===== src/led_pwm_pkg.sv =====
// Purpose: constants and carrier types for the led pwm intensity block
// Assumes: 40 MHz core clock, register access from a serial slave elsewhere
// Notes: one nibble per output; the extra output uses the low master nibble
//
// Overview of operation
// - master register 0x00..0x0f: pwm off, every output static
// - static mode ignores global flag and registers 0x10..0x17
// - master register 0x10..0xff: pwm timing runs
// - individual mode: level 0xf gives static glitch-free output
// - individual mode: levels 0x0..0xe are pulse-width modulated
// - global flag set: one shared level for all outputs
// - global mode consults only register 0x0e, per-output registers ignored
// - level n: low (n+1)/16, released rest; phase bit 1 swaps
// - level 0xf: static low for bit 0, released for bit 1
// - blink enabled: active blink phase bit picks polarity
// - extra output nibble doubles as the global level
// - global mode replaces all 16 individual levels
// - master and global nibbles act as one 240-step control
// - global mode always covers every output, never a subset
// - period is 15 timeslots of 16 pwm cycles, 240 steps
// - master nibble gates individual levels into 1..15 timeslots
// - level 16/16 ignores master gate, follows phase bit statically
// - pwm timing from nominal 32 kHz tick, stopped when pwm off

package led_pwm_pkg;

  // ----------------------------------------
  // clocking
  // ----------------------------------------
  localparam int CLK_HZ = 40_000_000;
  localparam int PWM_OSC_HZ = 32_000;
  localparam int OSC_DIV_CYCLES = CLK_HZ / PWM_OSC_HZ;
  localparam int OSC_DIV_W = $clog2(OSC_DIV_CYCLES);

  // ----------------------------------------
  // register map
  // ----------------------------------------
  localparam logic [7:0] MASTER_ADDR = 8'h0e;
  localparam logic [7:0] INTENSITY_FIRST_ADDR = 8'h10;
  localparam logic [7:0] INTENSITY_LAST_ADDR = 8'h17;
  localparam int INTENSITY_REGS = 8;
  localparam int MASTER_FIELD_LSB = 4;
  localparam int EXTRA_FIELD_LSB = 0;
  localparam logic [7:0] MASTER_RESET = 8'h00;
  localparam logic [7:0] INTENSITY_RESET = 8'hff;

  // ----------------------------------------
  // pwm timing
  // ----------------------------------------
  localparam int PORTS = 17;
  localparam logic [3:0] STATIC_LEVEL = 4'hf;
  localparam logic [3:0] LAST_CYCLE = 4'hf;
  localparam logic [3:0] LAST_SLOT = 4'he;

  // ----------------------------------------
  // carriers
  // ----------------------------------------
  typedef struct packed {
    logic wr_en;
    logic [7:0] addr;
    logic [7:0] data;
  } reg_req_type;

  typedef struct packed {
    logic enable;
    logic flip;
    logic [PORTS-1:0] phase0;
    logic [PORTS-1:0] phase1;
  } blink_ctrl_type;

endpackage : led_pwm_pkg


===== src/intensity_bank.sv =====
// Purpose: storage for the per-output intensity registers
// Assumes: one write per cycle, all entries visible in parallel
// Notes: entry k holds two nibbles, low nibble for the even output
`timescale 1ns/1ps

module intensity_bank
  import led_pwm_pkg::*;
#(
  parameter int NREG = INTENSITY_REGS
) (
  // clock and reset
  input wire logic core_clk,
  input wire logic sys_rst,
  // write port
  input wire logic wr_en,
  input wire logic [2:0] wr_idx,
  input wire logic [7:0] wr_data,
  // contents
  output logic [NREG*8-1:0] regs_q
);

  logic [NREG*8-1:0] regs_d;

  genvar k;
  generate
    for (k = 0; k < NREG; k++) begin : g_entry
      always_comb begin
        regs_d[k*8 +: 8] = regs_q[k*8 +: 8];
        if (wr_en && (wr_idx == 3'(k))) begin
          regs_d[k*8 +: 8] = wr_data;
        end
      end
    end
  endgenerate

  always_ff @(posedge core_clk) begin
    if (sys_rst) begin
      regs_q <= {NREG{INTENSITY_RESET}};
    end else begin
      regs_q <= regs_d;
    end
  end

endmodule : intensity_bank


===== src/led_pwm_intensity_control.sv =====
// Purpose: pwm intensity engine for 16 open-drain outputs plus the extra output
// Assumes: register requests and blink controls synchronous to core_clk
// Notes: outputs are open drain; port_oe_q high means the pin is pulled low
`timescale 1ns/1ps

module led_pwm_intensity_control
  import led_pwm_pkg::*;
(
  // clock and reset
  input wire logic core_clk,
  input wire logic sys_rst,
  // register access
  input wire reg_req_type reg_req,
  output logic [7:0] reg_rd_data_q,
  // configuration and blink phase bits
  input wire logic global_intensity_en,
  input wire blink_ctrl_type blink,
  // open-drain outputs and pwm activity flag
  output logic [PORTS-1:0] port_out_q,
  output logic [PORTS-1:0] port_oe_q,
  output logic pwm_active_q
);

  // ----------------------------------------
  // registers
  // ----------------------------------------
  logic [7:0] master_q, master_d;
  logic [7:0] rd_data_d;
  logic [INTENSITY_REGS*8-1:0] bank_regs;
  logic bank_wr;

  assign bank_wr = reg_req.wr_en && (reg_req.addr >= INTENSITY_FIRST_ADDR)
                   && (reg_req.addr <= INTENSITY_LAST_ADDR);

  intensity_bank #(.NREG(INTENSITY_REGS)) u_bank (
    .core_clk(core_clk),
    .sys_rst(sys_rst),
    .wr_en(bank_wr),
    .wr_idx(reg_req.addr[2:0]),
    .wr_data(reg_req.data),
    .regs_q(bank_regs)
  );

  always_comb begin
    master_d = master_q;
    if (reg_req.wr_en && (reg_req.addr == MASTER_ADDR)) begin
      master_d = reg_req.data;
    end
    rd_data_d = 8'h00;
    if (reg_req.addr == MASTER_ADDR) begin
      rd_data_d = master_q;
    end else if ((reg_req.addr >= INTENSITY_FIRST_ADDR)
                 && (reg_req.addr <= INTENSITY_LAST_ADDR)) begin
      rd_data_d = bank_regs[reg_req.addr[2:0]*8 +: 8];
    end
  end

  always_ff @(posedge core_clk) begin
    if (sys_rst) begin
      master_q <= MASTER_RESET;
      reg_rd_data_q <= 8'h00;
    end else begin
      master_q <= master_d;
      reg_rd_data_q <= rd_data_d;
    end
  end

  // ----------------------------------------
  // pwm timebase
  // ----------------------------------------
  logic run;
  logic [OSC_DIV_W-1:0] div_q, div_d;
  logic [3:0] cyc_q, cyc_d;
  logic [3:0] slot_q, slot_d;
  logic tick;
  logic boundary;

  // any nonzero master nibble starts pwm
  assign run = master_q[MASTER_FIELD_LSB +: 4] != 4'h0;
  assign tick = run && (div_q == OSC_DIV_W'(OSC_DIV_CYCLES - 1));
  assign boundary = tick && (cyc_q == LAST_CYCLE) && (slot_q == LAST_SLOT);

  always_comb begin
    div_d = div_q;
    cyc_d = cyc_q;
    slot_d = slot_q;
    if (!run) begin
      // tick source parked to save power while all outputs are static
      div_d = '0;
      cyc_d = 4'h0;
      slot_d = 4'h0;
    end else if (tick) begin
      div_d = '0;
      cyc_d = cyc_q + 4'h1;
      if (cyc_q == LAST_CYCLE) begin
        slot_d = (slot_q == LAST_SLOT) ? 4'h0 : slot_q + 4'h1;
      end
    end else begin
      div_d = div_q + OSC_DIV_W'(1);
    end
  end

  always_ff @(posedge core_clk) begin
    if (sys_rst) begin
      div_q <= '0;
      cyc_q <= 4'h0;
      slot_q <= 4'h0;
    end else begin
      div_q <= div_d;
      cyc_q <= cyc_d;
      slot_q <= slot_d;
    end
  end

  // ----------------------------------------
  // settings snapshot
  // ----------------------------------------
  logic [PORTS-1:0][3:0] eff_n;
  logic [PORTS-1:0][3:0] lvl_q, lvl_d;
  logic [3:0] mst_q, mst_d;
  logic run_q;
  logic start;

  // a fresh period must load the new master value at once, not a full period later
  assign start = run && !run_q;

  // global mode routes the extra output nibble to every output
  genvar i;
  generate
    for (i = 0; i < PORTS; i++) begin : g_eff
      if (i == PORTS - 1) begin : g_extra
        assign eff_n[i] = master_q[EXTRA_FIELD_LSB +: 4];
      end else begin : g_port
        assign eff_n[i] = global_intensity_en ? master_q[EXTRA_FIELD_LSB +: 4]
                                              : bank_regs[i*4 +: 4];
      end
    end
  endgenerate

  // mid-period changes would cut pulses short, so they wait for the wrap
  always_comb begin
    lvl_d = lvl_q;
    mst_d = mst_q;
    if (!run || boundary || start) begin
      lvl_d = eff_n;
      mst_d = master_q[MASTER_FIELD_LSB +: 4];
    end
  end

  always_ff @(posedge core_clk) begin
    if (sys_rst) begin
      lvl_q <= {PORTS{INTENSITY_RESET[3:0]}};
      mst_q <= MASTER_RESET[7:4];
      run_q <= 1'b0;
    end else begin
      lvl_q <= lvl_d;
      mst_q <= mst_d;
      run_q <= run;
    end
  end

  // ----------------------------------------
  // output drive
  // ----------------------------------------
  logic [PORTS-1:0] sel_bits;
  logic [PORTS-1:0] drive_low_d;
  logic pwm_active_d;

  // the active blink phase chooses the polarity
  assign sel_bits = (blink.enable && blink.flip) ? blink.phase1 : blink.phase0;
  assign pwm_active_d = mst_q != 4'h0;

  generate
    for (i = 0; i < PORTS; i++) begin : g_drive
      always_comb begin
        logic active;
        active = (slot_q < mst_q) && (cyc_q <= lvl_q[i]);
        if (!run || (mst_q == 4'h0) || (lvl_q[i] == STATIC_LEVEL)) begin
          drive_low_d[i] = ~sel_bits[i];
        end else begin
          drive_low_d[i] = active ^ sel_bits[i];
        end
      end
    end
  endgenerate

  always_ff @(posedge core_clk) begin
    if (sys_rst) begin
      port_oe_q <= '0;
      port_out_q <= '0;
      pwm_active_q <= 1'b0;
    end else begin
      port_oe_q <= drive_low_d;
      port_out_q <= '0;
      pwm_active_q <= pwm_active_d;
    end
  end

  // ----------------------------------------
  // checks
  // ----------------------------------------
  chk_static_follow: assert property (@(posedge core_clk) disable iff (sys_rst)
    (!run && $past(!run) && !$past(sys_rst)) |-> (port_oe_q == $past(~sel_bits)))
    else $error("static output does not follow phase bits");

  chk_osc_stopped: assert property (@(posedge core_clk) disable iff (sys_rst)
    !run |=> (div_q == '0) && (cyc_q == 4'h0) && (slot_q == 4'h0))
    else $error("pwm timebase runs while pwm is off");

  chk_tick_spacing: assert property (@(posedge core_clk) disable iff (sys_rst)
    (run && $past(run) && (div_q == '0) && ($past(div_q) != '0))
      |-> $past(div_q) == OSC_DIV_W'(OSC_DIV_CYCLES - 1))
    else $error("tick spacing wrong");

  chk_period_wrap: assert property (@(posedge core_clk) disable iff (sys_rst)
    boundary && run ##1 run |-> (slot_q == 4'h0) && (cyc_q == 4'h0))
    else $error("period does not wrap after 15 slots");

  chk_slot_limit: assert property (@(posedge core_clk) disable iff (sys_rst)
    slot_q <= LAST_SLOT)
    else $error("slot counter beyond last slot");

  chk_shadow_hold: assert property (@(posedge core_clk) disable iff (sys_rst)
    (run && !boundary && !start) |=> $stable(lvl_q) && $stable(mst_q))
    else $error("settings changed inside a period");

  chk_gate_off: assert property (@(posedge core_clk) disable iff (sys_rst)
    (run && mst_q != 4'h0 && slot_q >= mst_q && lvl_q[0] != STATIC_LEVEL)
      |=> port_oe_q[0] == $past(sel_bits[0]))
    else $error("output active outside gated slots");

  chk_full_level: assert property (@(posedge core_clk) disable iff (sys_rst)
    (lvl_q[0] == STATIC_LEVEL) |=> port_oe_q[0] == $past(~sel_bits[0]))
    else $error("level 0xf not static");

  chk_duty_low: assert property (@(posedge core_clk) disable iff (sys_rst)
    (run && mst_q != 4'h0 && slot_q < mst_q && lvl_q[1] != STATIC_LEVEL && cyc_q <= lvl_q[1])
      |=> port_oe_q[1] == $past(~sel_bits[1]))
    else $error("on-time polarity wrong");

  chk_global_use: assert property (@(posedge core_clk) disable iff (sys_rst)
    (global_intensity_en && (!run || boundary)) |=> lvl_q[3] == $past(master_q[3:0]))
    else $error("global level not applied");

endmodule : led_pwm_intensity_control


===== config.mk =====
export PLATFORM = sky130hd
export DESIGN_NAME = led_pwm_intensity_control
export DESIGN_NICKNAME = d
export VERILOG_FILES = /design/src/led_pwm_pkg.sv /design/src/intensity_bank.sv /design/src/led_pwm_intensity_control.sv
export SDC_FILE = /design/constraint.sdc
export NUM_CORES = 1
export LEC_CHECK = 0
export ABC_AREA = 1
export ABC_CLOCK_PERIOD_IN_PS = 2940
export BUFFER_PORTS_ARGS = -buffer_cell sky130_fd_sc_hd__buf_2
export CORE_ASPECT_RATIO = 1.75
export CORE_MARGIN = 10
export CORE_UTILIZATION = 45
export DETAILED_ROUTE_END_ITERATION = 10
export MAX_ROUTING_LAYER = met4
export PLACE_DENSITY_LB_ADDON = 0.05
export SYNTH_ARGS = -nofsm -noshare
export SYNTH_HDL_FRONTEND = slang
export SYNTH_HIERARCHICAL = 1
export SYNTH_SLANG_ARGS = --single-unit

===== constraint.sdc =====
create_clock -name core_clk -period 2.94 [get_ports core_clk]
set_input_delay 0.147 -clock core_clk [delete_from_list [all_inputs] [get_ports core_clk]]
set_output_delay 0.147 -clock core_clk [all_outputs]
set_load 0.02 [all_outputs]

== Yosys cells after proc, flatten, opt, wreduce, memory -nomap -nowiden ==
Index checks and enable logic that the tools add are counted.

* Add/subtract/negate cells: 3
* Order comparisons: 20
* Equal/unequal tests: 28
* Shift-type cells: 1
* Mux-type cells: 37
* Bitwise gates (word level): 35
* Reduce and logical (&&, ||, !) cells: 63

{| class="wikitable"
|+ Operators by type and width
! kind !! number
|-
| $eq 4x4->1 const B || 19
|-
| $le 4x4->1 || 17
|-
| $mux 4 || 17
|-
| $shiftx 64x7->8 || 1
|-
| $logic_and 1x1->1 || 34
|-
| $logic_or 1x1->1 || 20
|-
| $not 1->1 || 18
|-
| $mux 1 || 17
|-
| $mux 17 || 1
|-
| $xor 1x1->1 || 17
|-
| $mux 8 || 2
|-
| $eq 3x3->1 const B || 4
|-
| $add 11x1->11 const B || 1
|-
| $eq 11x11->1 const B || 1
|-
| $add 4x1->4 const B || 2
|-
| $eq 8x4->1 const B || 1
|-
| $ge 8x5->1 const B || 1
|-
| $le 8x5->1 const B || 1
|-
| $reduce_bool 4->1 || 2
|-
| $eq 3x2->1 const B || 2
|-
| $logic_not 4->1 || 1
|-
| $lt 4x4->1 || 1
|-
| $eq 3x1->1 const B || 1
|-
| $logic_not 3->1 || 1
|-
| other kinds (4) || 5
|}

* Register bits after elaboration: 190
* Input port bits: 56
* Output and inout bits: 43

== Longest topological paths before layout ==
Gate-level depths: netlist (run 1).

* Word-level depth: 6
* Gate-level depth with buffers: 12

== Hierarchy ==
The synthesis (run 1) kept the hierarchy.

{| class="wikitable"
|+ Modules (own cells, without submodules)
! module !! instances !! cells an instance !! area an instance (sq um)
|-
| led_pwm_intensity_control || 1 || 1315 || 8531.9
|-
| intensity_bank || 1 || 299 || 2364.8
|}

== Least setup slack after synthesis (run 1) ==
No wires, ideal clock.

* Path kind: flip-flop to flip-flop
* Start point: reg cyc_q[1]
* End point: reg lvl_q[0] (netlist bit)
* Setup time: 0.134 ns
* Arrival time: 1.834 ns
* Data required time: 2.806 ns
* Path slack: 0.972 ns
* Stages on the path, launching flop included: 9
* Clock period less this slack: 1.968 ns
* Path through: dfxtp_1 ha_1 nand2_1 nor2_1 nand3_4 buf_6 buf_6 nand3_1 nand3_1

* Longest elaborated chain between the ends: 5

{| class="wikitable"
|+ Ends and longest elaborated chain
! element !! RTL line !! text
|-
| start: declaration || led_pwm_intensity_control.sv:73 || <nowiki>logic [3:0] cyc_q, cyc_d;</nowiki>
|-
| start signal: assignment || led_pwm_intensity_control.sv:110 || <nowiki>cyc_q <= cyc_d;</nowiki>
|-
| $eq 4x4->1 || led_pwm_intensity_control.sv:81 || <nowiki>assign boundary = tick && (cyc_q == LAST_CYCLE) && (slot_q == LAST_SLOT);</nowiki>
|-
| $logic_and 1x1->1 (2 in a row) || led_pwm_intensity_control.sv:81 ||
|-
| $logic_or 1x1->1 (2 in a row) || led_pwm_intensity_control.sv:144 || <nowiki>if (!run || boundary || start) begin</nowiki>
|-
| end signal: assignment || led_pwm_intensity_control.sv:152 || <nowiki>lvl_q <= {PORTS{INTENSITY_RESET[3:0]}};</nowiki>
|-
| end signal: assignment || led_pwm_intensity_control.sv:156 || <nowiki>lvl_q <= lvl_d;</nowiki>
|-
| end: declaration || led_pwm_intensity_control.sv:119 || <nowiki>logic [PORTS-1:0][3:0] lvl_q, lvl_d;</nowiki>
|}

No other way between the ends.
A chain may end at the register's enable or synchronous reset.

== Final worst setup path (run 1) ==
* Start point: reg div_q[0]
* End point: reg lvl_q[62] (netlist bit)

* Longest elaborated chain between the ends: 6

{| class="wikitable"
|+ Ends and longest elaborated chain
! element !! RTL line !! text
|-
| start: declaration || led_pwm_intensity_control.sv:72 || <nowiki>logic [OSC_DIV_W-1:0] div_q, div_d;</nowiki>
|-
| start signal: assignment || led_pwm_intensity_control.sv:109 || <nowiki>div_q <= div_d;</nowiki>
|-
| $eq 11x11->1 || led_pwm_intensity_control.sv:80 || <nowiki>assign tick = run && (div_q == OSC_DIV_W'(OSC_DIV_CYCLES - 1));</nowiki>
|-
| $logic_and 1x1->1 || led_pwm_intensity_control.sv:80 ||
|-
| $logic_and 1x1->1 (2 in a row) || led_pwm_intensity_control.sv:81 ||
|-
| $logic_or 1x1->1 (2 in a row) || led_pwm_intensity_control.sv:144 ||
|}

No other way between the ends.

==> summary.md, run 1 <==
| Metric | Value |
|---|---|
| Share of synthesized area occupied by flip-flops and latches | `34.9%` |
| Peak clock frequency supported by timing | `438 MHz` |
| CTS tree | `done` |
| Worst Reg2Reg Path Length in Cells | `9` |
| Inserted Clock Buffers | `17` |
| IO Count | `99` |
| DIE AREA | `31100 um^2` |
| Non-filler instance count after layout | `1968` |
| Detailed-routing iteration count for the pre-antenna-repair pass | `7` |
| Worst reg2reg path endpoint | `lvl_q[62]` |
| Wire length of the first global-routing pass | `50.7 mm` |
| Total number of vias | `10.3k` |
| Inst Count DP | `1937` |
| Final core area utilization | `50.0%` |
| Count of final setup violators | `0` |
| WL per Instance | `16.0 um` |
| Post-synth top flop | `sky130_fd_sc_hd__dfxtp_1` |
| Most common library cell in the layout ignoring fill and taps | `sky130_fd_sc_hd__nand2_1` |
| Slowest cell on crit path | `sky130_fd_sc_hd__nand2_4` |
| Clock transition at path regs | `0.07 ns` |
| Final worst-path cycle share | `77.6%` |
| Clock root buffer master | `sky130_fd_sc_hd__clkbuf_16` |
| Source of the worst hold timing path | `blink[4]` |
| Number of failing hold endpoints at the final stage | `0` |
| # H-tree levels | `4` |
| Logic gate share of total power | `8.8%` |
| Total power density per cell area | `473 nW/um^2` |
| Placeable core area | `23900 um^2` |
| Startpoint kind of the worst setup timing path | `flop` |
| Share of post-route cells with drive strength above 1 | `8.80%` |
| Number of different library cells in the post-synthesis netlist | `38` |
| Hold_ws | `0.0410 ns` |
| Detailed Route WL | `31.6 mm` |
| Standard-cell row count | `75` |
| Net switching power of the design | `1.39 mW` |
| Maximum number of pins on one net before global-route repair | `98` |
| DRC | `0` |
| Number of instances in the synthesized netlist | `1614` |
| Worst-Skew Late Latency | `0.45 ns` |
| Number of max-slew violations in the final report | `0` |
| Filler Cells Inserted | `2512` |
| Final-layout setup total negative slack | `0 ns` |
| Top library cells by usage in the layout, fill and taps aside | `sky130_fd_sc_hd__nand2_1 (399), sky130_fd_sc_hd__nand3_1 (351), sky130_fd_sc_hd__inv_1 (205), sky130_fd_sc_hd__dfxtp_1 (190), sky130_fd_sc_hd__buf_2 (81)` |
| CP Data Arrival Time | `2.67 ns` |
| Critical Path Max Stage Delay | `0.60 ns` |
| # resized after CTS | `0` |
| Total standard cell area after synthesis | `10900 um^2` |
| Critical path type | `reg2reg` |
| Result of the run | `finished, final reports clean` |
| RSZ-0062 raised after global routing | `no` |
| Global router's overall resource usage | `21.1%` |
| Switching share of total power | `24.6%` |
| Data required, critical path | `3.33 ns` |
| Reg-to-reg setup timing slack | `0.66 ns` |
| Synthesis warning total | `6` |
| RR Startpoint | `div_q[0]` |
| Final Skew | `0.00777 ns` |
| Remaining Overflow, GRT | `0` |
| Transition at the pin with the smallest max-transition slack | `0.820 ns` |
| Setup WS post-layout | `0.659 ns` |
| Hold path endpoint | `port_oe_q[4]` |
| Number of nets in the layout | `1778` |
| Width of the die | `138 um` |
| Post-Place Worst Slack | `0.708 ns` |
| Path type of the worst min-delay path | `in2reg` |
| Starting utilization of the core area | `45.5%` |
| Syn avg cell area | `6.75 um^2` |
| Max FO, Critical Path | `68` |
| Leakage power | `6.74 nW` |
| Hold-fix buffers at CTS | `0` |
| Number of antenna violations at the first check in global routing | `1` |
| Count of input and output buffers | `81` |
| P&R area growth vs syn | `9.86%` |
| Most Frequent Cell on Critical Path | `sky130_fd_sc_hd__nand3_4` |
| Setup crit end kind | `flop` |
| Routability-driven placement congestion ratio | `0.922` |
| Family with the most delay on the worst path | `simple AND/OR/NAND/NOR gates` |
| Maximum root-to-sink buffer count | `2` |
| Int Pwr | `4.27 mW` |
| Ordered cell list for the critical path | `ha_1 -> inv_1 -> nor2_1 -> nand3_4 -> nor2_8 -> nand3_4 -> nand2_4 -> nand2_1 -> nand3_1` |
| Final period demand of the worst path | `2.28 ns` |
| Number of nets with antenna violations after routing | `0` |
| Via-per-instance ratio | `5.24` |
| Async set-reset flop share out of synthesis | `0%` |
| Share of power burned in registers | `47.5%` |
| Clock sink total | `190` |
| HPWL after detailed placement | `22.9 mm` |
| Count of flip-flops with a built-in enable after synthesis | `0` |
| Sum of buffers and inverters on the critical path | `1` |
| Starting DRC count in detailed routing | `766` |
| Die Span Y | `226 um` |
| Worst Hold Path Cells | `4` |
| Max IR drop VDD | `403 uV` |
| Vias in the first global route | `9790` |
| Critical path depth in cells | `9` |
| Max_cap viols | `0` |
| Clock group share of total power | `43.7%` |
| Count of state elements after synthesis | `190` |
| Worst slew slack as a fraction of its limit | `45.2%` |
| Post-CTS Setup Bufs | `0` |
==> power by group through the flow <==
stage	logic, mW	registers [mW]	clock network (mW)
6_report	0.501	2.69	2.47
5_1_grt	0.566	2.70	2.61
4_1_cts	0.502	2.69	2.52
3_5_place_dp	0.500	2.75	0
3_3_place_gp	0.494	2.75	0
2_1_floorplan	0.342	2.76	0
==> final cells by class <==
type	instances	area, um^2	share of cell area [%]
multi-input combinational	1128	5810	48.6
sequential	190	3800	31.8
inverter	215	807	6.74
timing repair buffer	96	543	4.54
clock buffer	24	512	4.27
tap	308	385	3.22
clock inverter	6	105	0.878
antenna	1	2.50	0.0209
==> metrics by stage <==
step	instance area, um^2	total power [mW]
after floorplan	11000	3.10
after global placement	11400	3.24
after detailed placement	11400	3.25
after CTS	12000	5.71
after global routing	12000	5.87
final	12000	5.66
==> kinds of logic after synthesis <==
kind of cell	share of synthesized area, %
DFF	34.9
xor gates and xnor gates	0.322
buffers and inverters	12.4
muxes	1.56
other	0.0344
and+or+nand+nor	34.4
adders and majority gates	8.50
AOI/OAI and AO/OA	7.89
==> layer usage <==
layer / GRT usage (%) / vias to the layer above / routed length (um)
met4: 8.02 / 0 / 963
met1: 25.3 / 4685 / 13700
met5: - / - / 0
met3: 3.67 / 66 / 1500
li1: - / 5271 / -
met2: 34.3 / 288 / 15400
==> registers in the layout, indices dropped and copies added, names as in the netlist <==
name           cells
cyc_q              4
div_q             11
lvl_q             68
master_q           8
mst_q              4
port_oe_q         17
pwm_active_q       1
reg_rd_data_q      8
run_q              1
slot_q             4
u_bank/regs_q     64
==> cells in the mapped netlist, types with 2 or more instances <==
| library cell | instances | area [um^2] |
|---|---|---|
| sky130_fd_sc_hd__nand3_1 | 351 | 1760 |
| sky130_fd_sc_hd__dfxtp_1 | 190 | 3800 |
| sky130_fd_sc_hd__a21oi_1 | 75 | 375 |
| sky130_fd_sc_hd__ha_1 | 74 | 926 |
| sky130_fd_sc_hd__clkbuf_1 | 34 | 128 |
| sky130_fd_sc_hd__nor2_1 | 76 | 285 |
| sky130_fd_sc_hd__buf_1 | 5 | 18.8 |
| sky130_fd_sc_hd__nor3_1 | 5 | 25.0 |
| sky130_fd_sc_hd__clkbuf_2 | 8 | 40.0 |
| sky130_fd_sc_hd__o211ai_1 | 6 | 45.0 |
| sky130_fd_sc_hd__mux2i_1 | 17 | 170 |
| sky130_fd_sc_hd__clkinv_1 | 2 | 7.51 |
| sky130_fd_sc_hd__nor2_4 | 2 | 22.5 |
| sky130_fd_sc_hd__xor2_1 | 2 | 17.5 |
| sky130_fd_sc_hd__nor2_2 | 2 | 12.5 |
| sky130_fd_sc_hd__nand4_1 | 5 | 31.3 |
| sky130_fd_sc_hd__buf_6 | 9 | 101 |
| sky130_fd_sc_hd__xnor2_1 | 2 | 17.5 |
| sky130_fd_sc_hd__buf_4 | 19 | 143 |
| sky130_fd_sc_hd__nand2_1 | 399 | 1500 |
| sky130_fd_sc_hd__o21ai_1 | 2 | 10.0 |
| sky130_fd_sc_hd__nand3_4 | 2 | 35.0 |
| sky130_fd_sc_hd__buf_2 | 22 | 110 |
| sky130_fd_sc_hd__o21ai_0 | 79 | 395 |
| sky130_fd_sc_hd__nand3b_1 | 2 | 15.0 |
| sky130_fd_sc_hd__inv_1 | 205 | 769 |
| sky130_fd_sc_hd__inv_2 | 8 | 30.0 |
==> worst register-to-register path: cells and delay by family (launching register included) <==
family	cells	cell delay [ns]
fa+ha+maj	1	0.16
buf+inv	1	0.04
flops	1	0.38
simple gates	7	1.63
==> how the worst max path moves through the flow <==
| stage | startpoint | to | slack [ns] |
|---|---|---|---|
| floorplan | cyc_q[1] | lvl_q[0] | 0.97 |
| global placement | div_q[0] | lvl_q[51] | 0.73 |
| detailed placement | div_q[0] | lvl_q[33] | 0.71 |
| CTS | div_q[0] | lvl_q[33] | 0.66 |
| global route | div_q[0] | lvl_q[33] | 0.50 |
| finish | div_q[0] | lvl_q[62] | 0.66 |
Power figures use the tool's default switching activity.
==> run 2: changes to the inputs <==
--- a/config.mk
+++ b/config.mk
@@ -6,7 +6,7 @@
 export NUM_CORES = 1
 export LEC_CHECK = 0
 export ABC_AREA = 1
-export ABC_CLOCK_PERIOD_IN_PS = 2940
+export ABC_CLOCK_PERIOD_IN_PS = 2200
 export BUFFER_PORTS_ARGS = -buffer_cell sky130_fd_sc_hd__buf_2
 export CORE_ASPECT_RATIO = 1.75
 export CORE_MARGIN = 10
==> constraint.sdc (replaced) <==
create_clock -name core_clk -period 2.2 [get_ports core_clk]
set_input_delay 0.11 -clock core_clk [delete_from_list [all_inputs] [get_ports core_clk]]
set_output_delay 0.11 -clock core_clk [all_outputs]
set_load 0.02 [all_outputs]
==> run 2 against run 1 <==
- global-route usage is 0.32 points higher
- first-iteration DRC count grew 1.3%
- final cell count up 1.6%
- sequential share of layout area shrank 0.65 points
- final area up 2.1%
- critical path depth stayed put
- worst hold slack worse by 0.028 ns
- non-clock buffer count is 30 higher
==> summary.md, run 2 (synthesis gave the netlist of run 1 again) <==
| Metric | Value |
|---|---|
| HPWL after detailed placement | `23.6 mm` |
| Data required, critical path | `2.52 ns` |
| Via-per-instance ratio | `5.15` |
| Reg-to-reg setup timing slack | `0.30 ns` |
| Clock transition at path regs | `0.07 ns` |
| Number of failing hold endpoints at the final stage | `0` |
| Maximum root-to-sink buffer count | `2` |
| Share of power burned in registers | `49.0%` |
| Wire length of the first global-routing pass | `51.4 mm` |
| Int Pwr | `5.41 mW` |
| Starting DRC count in detailed routing | `776` |
| Standard-cell row count | `75` |
| WL per Instance | `15.7 um` |
| Detailed Route WL | `31.4 mm` |
| Area of combinational cells with multiple inputs | `5810 um^2` |
| Inserted Clock Buffers | `17` |
| Final worst-path cycle share | `86.3%` |
| Routability-driven placement congestion ratio | `0.934` |
| DIE AREA | `31100 um^2` |
| Transition at the pin with the smallest max-transition slack | `0.730 ns` |
| Detailed-routing iteration count for the pre-antenna-repair pass | `5` |
| Net switching power of the design | `1.93 mW` |
| Leakage power | `6.86 nW` |
| Startpoint kind of the worst setup timing path | `flop` |
| Maximum number of pins on one net before global-route repair | `98` |
| Number of antenna violations at the first check in global routing | `0` |
| Remaining Overflow, GRT | `0` |
| Starting utilization of the core area | `45.5%` |
| Post-CTS Setup Bufs | `0` |
| Setup crit end kind | `flop` |
| Max FFs per register | `68` |
| Cell area reported after detailed placement | `11500 um^2` |
| Clock group share of total power | `41.4%` |
| Die Span Y | `226 um` |
| Count of input and output buffers | `81` |
| Inserted Diodes | `0` |
| Final Skew | `0.00995 ns` |
| Register with the most flip-flops | `lvl_q` |
| Path type of the worst min-delay path | `in2reg` |
| Non-filler instance count after layout | `1999` |
| Filler Cells Inserted | `2500` |
| Number of max-slew violations in the final report | `0` |
| Max FO, Critical Path | `44` |
| Vias in the first global route | `9971` |
| Number of nets in the layout | `1808` |
| DRC | `0` |
| Total power density per cell area | `600 nW/um^2` |
| Most common library cell in the layout ignoring fill and taps | `sky130_fd_sc_hd__nand2_1` |
| Clock root buffer master | `sky130_fd_sc_hd__clkbuf_16` |
| Number of nets with antenna violations after routing | `0` |
| Largest registers in the final layout | `lvl_q x68, u_bank/regs_q x64, port_oe_q x17` |
| Final period demand of the worst path | `1.90 ns` |
| Worst-Skew Late Latency | `0.46 ns` |
| CTS tree | `done` |
| Final std cell area, no fill | `12200 um^2` |
| RSZ-0062 raised after global routing | `no` |
| Total power draw | `7.34 mW` |
| Switching share of total power | `26.3%` |
| Final-layout setup total negative slack | `0 ns` |
| Max_cap viols | `0` |
| Placeable core area | `23900 um^2` |
| Critical path type | `reg2reg` |
| Clock sink total | `190` |
| CP Data Arrival Time | `2.21 ns` |
| IO Count | `99` |
| Sequential cell area | `3800 um^2` |
| Width of the die | `138 um` |
| Count of final setup violators | `0` |
| # H-tree levels | `4` |
| Peak clock frequency supported by timing | `527 MHz` |
| Top library cells by usage in the layout, fill and taps aside | `sky130_fd_sc_hd__nand2_1 (399), sky130_fd_sc_hd__nand3_1 (351), sky130_fd_sc_hd__inv_1 (205), sky130_fd_sc_hd__dfxtp_1 (190), sky130_fd_sc_hd__buf_2 (81)` |
| Max IR drop VDD | `467 uV` |
| Result of the run | `finished, final reports clean` |
| P&R area growth vs syn | `12.2%` |
| Logic gate share of total power | `9.6%` |
| Global router's overall resource usage | `21.4%` |
| Inst Count DP | `1951` |
| Share of post-route cells with drive strength above 1 | `9.58%` |
| Worst slew slack as a fraction of its limit | `50.9%` |
| Total number of vias | `10.3k` |
| Hold_ws | `0.0125 ns` |
==> run 2: cell count changes in the layout (fill, tap and decap cells not counted), sizes merged <==
| cell | previous run | this run |
|---|---|---|
| buf | 96 | 110 |
| bufinv | 3 | 1 |
| clkbuf | 24 | 20 |
| clkinv | 5 | 6 |
| clkinvlp | 0 | 4 |
| diode | 1 | 0 |
| dlygate4sd3 | 0 | 16 |
| inv | 213 | 216 |
==> run 2: metrics by stage <==
step | utilization, % | worst slack, ns
2_1_floorplan | - | 0.232
3_3_place_gp | 48.0 | 0.324
3_5_place_dp | 48.0 | 0.312
4_1_cts | 51.1 | 0.302
5_1_grt | 51.1 | 0.139
6_report | 51.1 | 0.302
==> run 2: critical path, cell delays in order (launching register included) <==
cell and delay, ns:
sky130_fd_sc_hd__dfxtp_1 0.38, sky130_fd_sc_hd__ha_1 0.16, sky130_fd_sc_hd__inv_1 0.04, sky130_fd_sc_hd__nor2_1 0.16
sky130_fd_sc_hd__nand3_4 0.12, sky130_fd_sc_hd__nor2_8 0.14, sky130_fd_sc_hd__nand3_4 0.18, sky130_fd_sc_hd__buf_4 0.33
sky130_fd_sc_hd__nand3_1 0.14, sky130_fd_sc_hd__nand3_1 0.09
==> run 2: cell type report <==
class	count	area share, %
clock inverter	12	0.901
clock buffer	20	3.74
multi-input combinational	1128	47.6
timing repair buffer	126	6.92
sequential	190	31.1
tap	308	3.15
inverter	215	6.60
==> run 2: timing repair <==
item	in CTS	in global routing
hold endpoints to repair	11	0
gates resized for setup	0	0
endpoints found under the setup margin	0	0
hold buffers	16	0
==> run 2: final timing paths <==
| path | start | endpoint | depth (start not counted) |
|---|---|---|---|
| max | div_q[0] | lvl_q[57] | 9 |
| min reg2reg | u_bank/regs_q[51] | u_bank/regs_q[51] | 2 |
| min | blink[5] | port_oe_q[5] | 4 |
| max reg2reg | div_q[0] | lvl_q[57] | 9 |
==> run 2: routing by layer <==
layer,vias up,share of wire (%),wire length (um),track usage (%)
met5,-,0,0,-
met4,0,3.1,971,8.84
met3,59,4.0,1260,3.14
met2,269,50,15700,35.5
met1,4652,43,13600,25.1
li1,5319,-,-,-
==> run 2: power groups by stage <==
stage | logic (mW) | clock network, mW | registers [mW]
final | 0.706 | 3.04 | 3.59
after global routing | 0.800 | 3.25 | 3.60
after CTS | 0.707 | 3.12 | 3.59
after detailed placement | 0.679 | 0 | 3.67
after global placement | 0.672 | 0 | 3.67
after floorplan | 0.457 | 0 | 3.68
==> run 3: changes to the inputs <==
--- a/config.mk
+++ b/config.mk
@@ -7,11 +7,11 @@
 export LEC_CHECK = 0
 export ABC_AREA = 1
 export ABC_CLOCK_PERIOD_IN_PS = 2200
-export BUFFER_PORTS_ARGS = -buffer_cell sky130_fd_sc_hd__buf_2
 export CORE_ASPECT_RATIO = 1.75
 export CORE_MARGIN = 10
 export CORE_UTILIZATION = 45
 export DETAILED_ROUTE_END_ITERATION = 10
+export DONT_BUFFER_PORTS = 1
 export MAX_ROUTING_LAYER = met4
 export PLACE_DENSITY_LB_ADDON = 0.05
 export SYNTH_ARGS = -nofsm -noshare
==> run 3 against run 2 <==
- largest power group unchanged
- via count fell by 1.2%
- clock power grew 18%
- sequential share of layout area fell by 0.11 points
- first-iteration DRC count decreased by 22%
- utilization rose by 0.18 points
- global-route usage rose by 0.50 points
- routed wire length is 2.7% higher
- critical path depth fell by 1
==> summary.md, run 3 (synthesis gave the netlist of run 1 again) <==
| Metric | Value |
|---|---|
| Result of the run | `finished, final reports clean` |
| DIE AREA | `31100 um^2` |
| Clock transition at path regs | `0.07 ns` |
| Standard-cell row count | `75` |
| Number of nets with antenna violations after routing | `0` |
| P&R area growth vs syn | `12.6%` |
| IO Count | `99` |
| WL per Instance | `16.5 um` |
| Met3 wirelength from detailed routing | `1.39 mm` |
| Final-layout setup total negative slack | `0 ns` |
| Data required, critical path | `2.59 ns` |
| Max FO, Critical Path | `68` |
| Final core area utilization | `51.3%` |
| Width of the die | `138 um` |
| Total number of vias | `10.2k` |
| Peak clock frequency supported by timing | `566 MHz` |
| Largest registers in the final layout | `lvl_q x68, u_bank/regs_q x64, port_oe_q x17` |
| Detailed Route WL | `32.3 mm` |
| CP Data Arrival Time | `2.16 ns` |
| Sequential cell area | `3800 um^2` |
| Highest metal layer with signal wires | `met4` |
| Number of failing hold endpoints at the final stage | `0` |
| Number of antenna violations at the first check in global routing | `0` |
| Inserted Diodes | `0` |
| Transition at the pin with the smallest max-transition slack | `0.683 ns` |
| Clock sink total | `190` |
| Placeable core area | `23900 um^2` |
| Max IR drop VDD | `510 uV` |
| HPWL after detailed placement | `23.3 mm` |
| Count of input and output buffers | `0` |
| Maximum number of pins on one net before global-route repair | `77` |
| Count of final setup violators | `0` |
| Sum of routed wire segments on met1 | `13.7 mm` |
| Setup crit end kind | `flop` |
| Remaining Overflow, GRT | `0` |
| Global router's overall resource usage | `21.9%` |
| Inserted Clock Buffers | `17` |
| Critical path type | `reg2reg` |
| Leakage power | `6.73 nW` |
| Starting DRC count in detailed routing | `602` |
| Worst slew slack as a fraction of its limit | `54.4%` |
| Post-CTS Setup Bufs | `0` |
| Number of max-slew violations in the final report | `0` |
| Die Span Y | `226 um` |
| Most common library cell in the layout ignoring fill and taps | `sky130_fd_sc_hd__nand2_1` |
| Number of nets in the layout | `1765` |
| Area of combinational cells with multiple inputs | `5810 um^2` |
| Final Skew | `0.0117 ns` |
| DRC | `0` |
| CTS tree | `done` |
| Wire length of the first global-routing pass | `52.4 mm` |
| Path type of the worst min-delay path | `in2reg` |
| Share of post-route cells with drive strength above 1 | `5.22%` |
| # H-tree levels | `4` |
| Detailed-routing iteration count for the pre-antenna-repair pass | `7` |
| Maximum root-to-sink buffer count | `2` |
| Clock root buffer master | `sky130_fd_sc_hd__clkbuf_16` |
| RSZ-0062 raised after global routing | `no` |
| Max_cap viols | `0` |
| Startpoint kind of the worst setup timing path | `flop` |
| Register with the most flip-flops | `lvl_q` |
| Starting utilization of the core area | `45.5%` |
| Final period demand of the worst path | `1.77 ns` |
| Met2 Routed Length | `16.0 mm` |
| Final worst-path cycle share | `80.3%` |
| Max FFs per register | `68` |
| Filler Cells Inserted | `2488` |
| Worst-Skew Late Latency | `0.45 ns` |
| Via-per-instance ratio | `5.20` |
| Routability-driven placement congestion ratio | `0.958` |
| Total power density per cell area | `642 nW/um^2` |
| Vias in the first global route | `9840` |
| Top library cells by usage in the layout, fill and taps aside | `sky130_fd_sc_hd__nand2_1 (399), sky130_fd_sc_hd__nand3_1 (351), sky130_fd_sc_hd__inv_1 (205), sky130_fd_sc_hd__dfxtp_1 (190), sky130_fd_sc_hd__o21ai_0 (79)` |
==> run 3: cell types whose count changed in the layout (fill, tap and decap cells not counted), sizes merged <==
cell / delta
buf: -76
clkinvlp: -3
dlygate4sd3: +33
bufinv: +5
clkinv: -1
clkbuf: -2
==> run 3: repair_timing <==
| item | CTS | global route |
|---|---|---|
| resized for setup | 0 | 0 |
| hold endpoints to repair | 162 | 0 |
| hold buffers | 50 | 0 |
==> run 3: layout make-up <==
type	instances	area share (%)
flip-flops and latches	190	31.0
inverters	215	6.58
repair buffers	83	6.39
well taps	308	3.14
multi-input cells	1128	47.4
clock buffers	18	3.58
clock inverters	13	1.90
==> run 3: path summary, 6_finish.rpt <==
kind / depth (start not counted) / start / endpoint / slack [ns]
max: 8 / cyc_q[1] / lvl_q[60] / 0.43
min: 4 / reg_req[8] / u_bank/regs_q[59] / 0.04
max reg2reg: 8 / cyc_q[1] / lvl_q[60] / 0.43
min reg2reg: 2 / u_bank/regs_q[51] / u_bank/regs_q[51] / 0.46
==> run 3: power by group <==
part / leakage (nW) / internal, mW / switching, mW
Sequential: 1.56 / 3.53 / 0.0977
Combinational: 4.84 / 0.243 / 0.404
Clock: 0.327 / 2.16 / 1.43
==> run 3: per-stage QoR <==
step                hold slack, ns  area [um^2]  cells  power [mW]  setup slack (ns)
CTS                         0.0167        12300   1955        7.96             0.427
finish                      0.0430        12300   1955        7.87             0.433
floorplan                    0.257        11000   1630        4.14             0.232
global route                0.0342        12300   1955        8.19             0.236
detailed placement           0.195        11100   1874        4.22             0.431
global placement             0.200        11100   1874        4.21             0.439
==> run 3: critical path, cell delays in order, from the launching register on <==
cell	delay, ns
sky130_fd_sc_hd__dfxtp_1	0.40
sky130_fd_sc_hd__ha_1	0.21
sky130_fd_sc_hd__nand2_1	0.06
sky130_fd_sc_hd__nor2_1	0.33
sky130_fd_sc_hd__nand3_4	0.15
sky130_fd_sc_hd__nand2_4	0.09
sky130_fd_sc_hd__buf_12	0.25
sky130_fd_sc_hd__nand2_1	0.10
sky130_fd_sc_hd__nand3_1	0.07
==> run 3: metal layers <==
layer / GRT usage [%] / vias to the layer above
met1: 25.5 / 4577
met5: - / -
met3: 4.14 / 74
li1: - / 5246
met2: 35.6 / 278
met4: 9.62 / 0
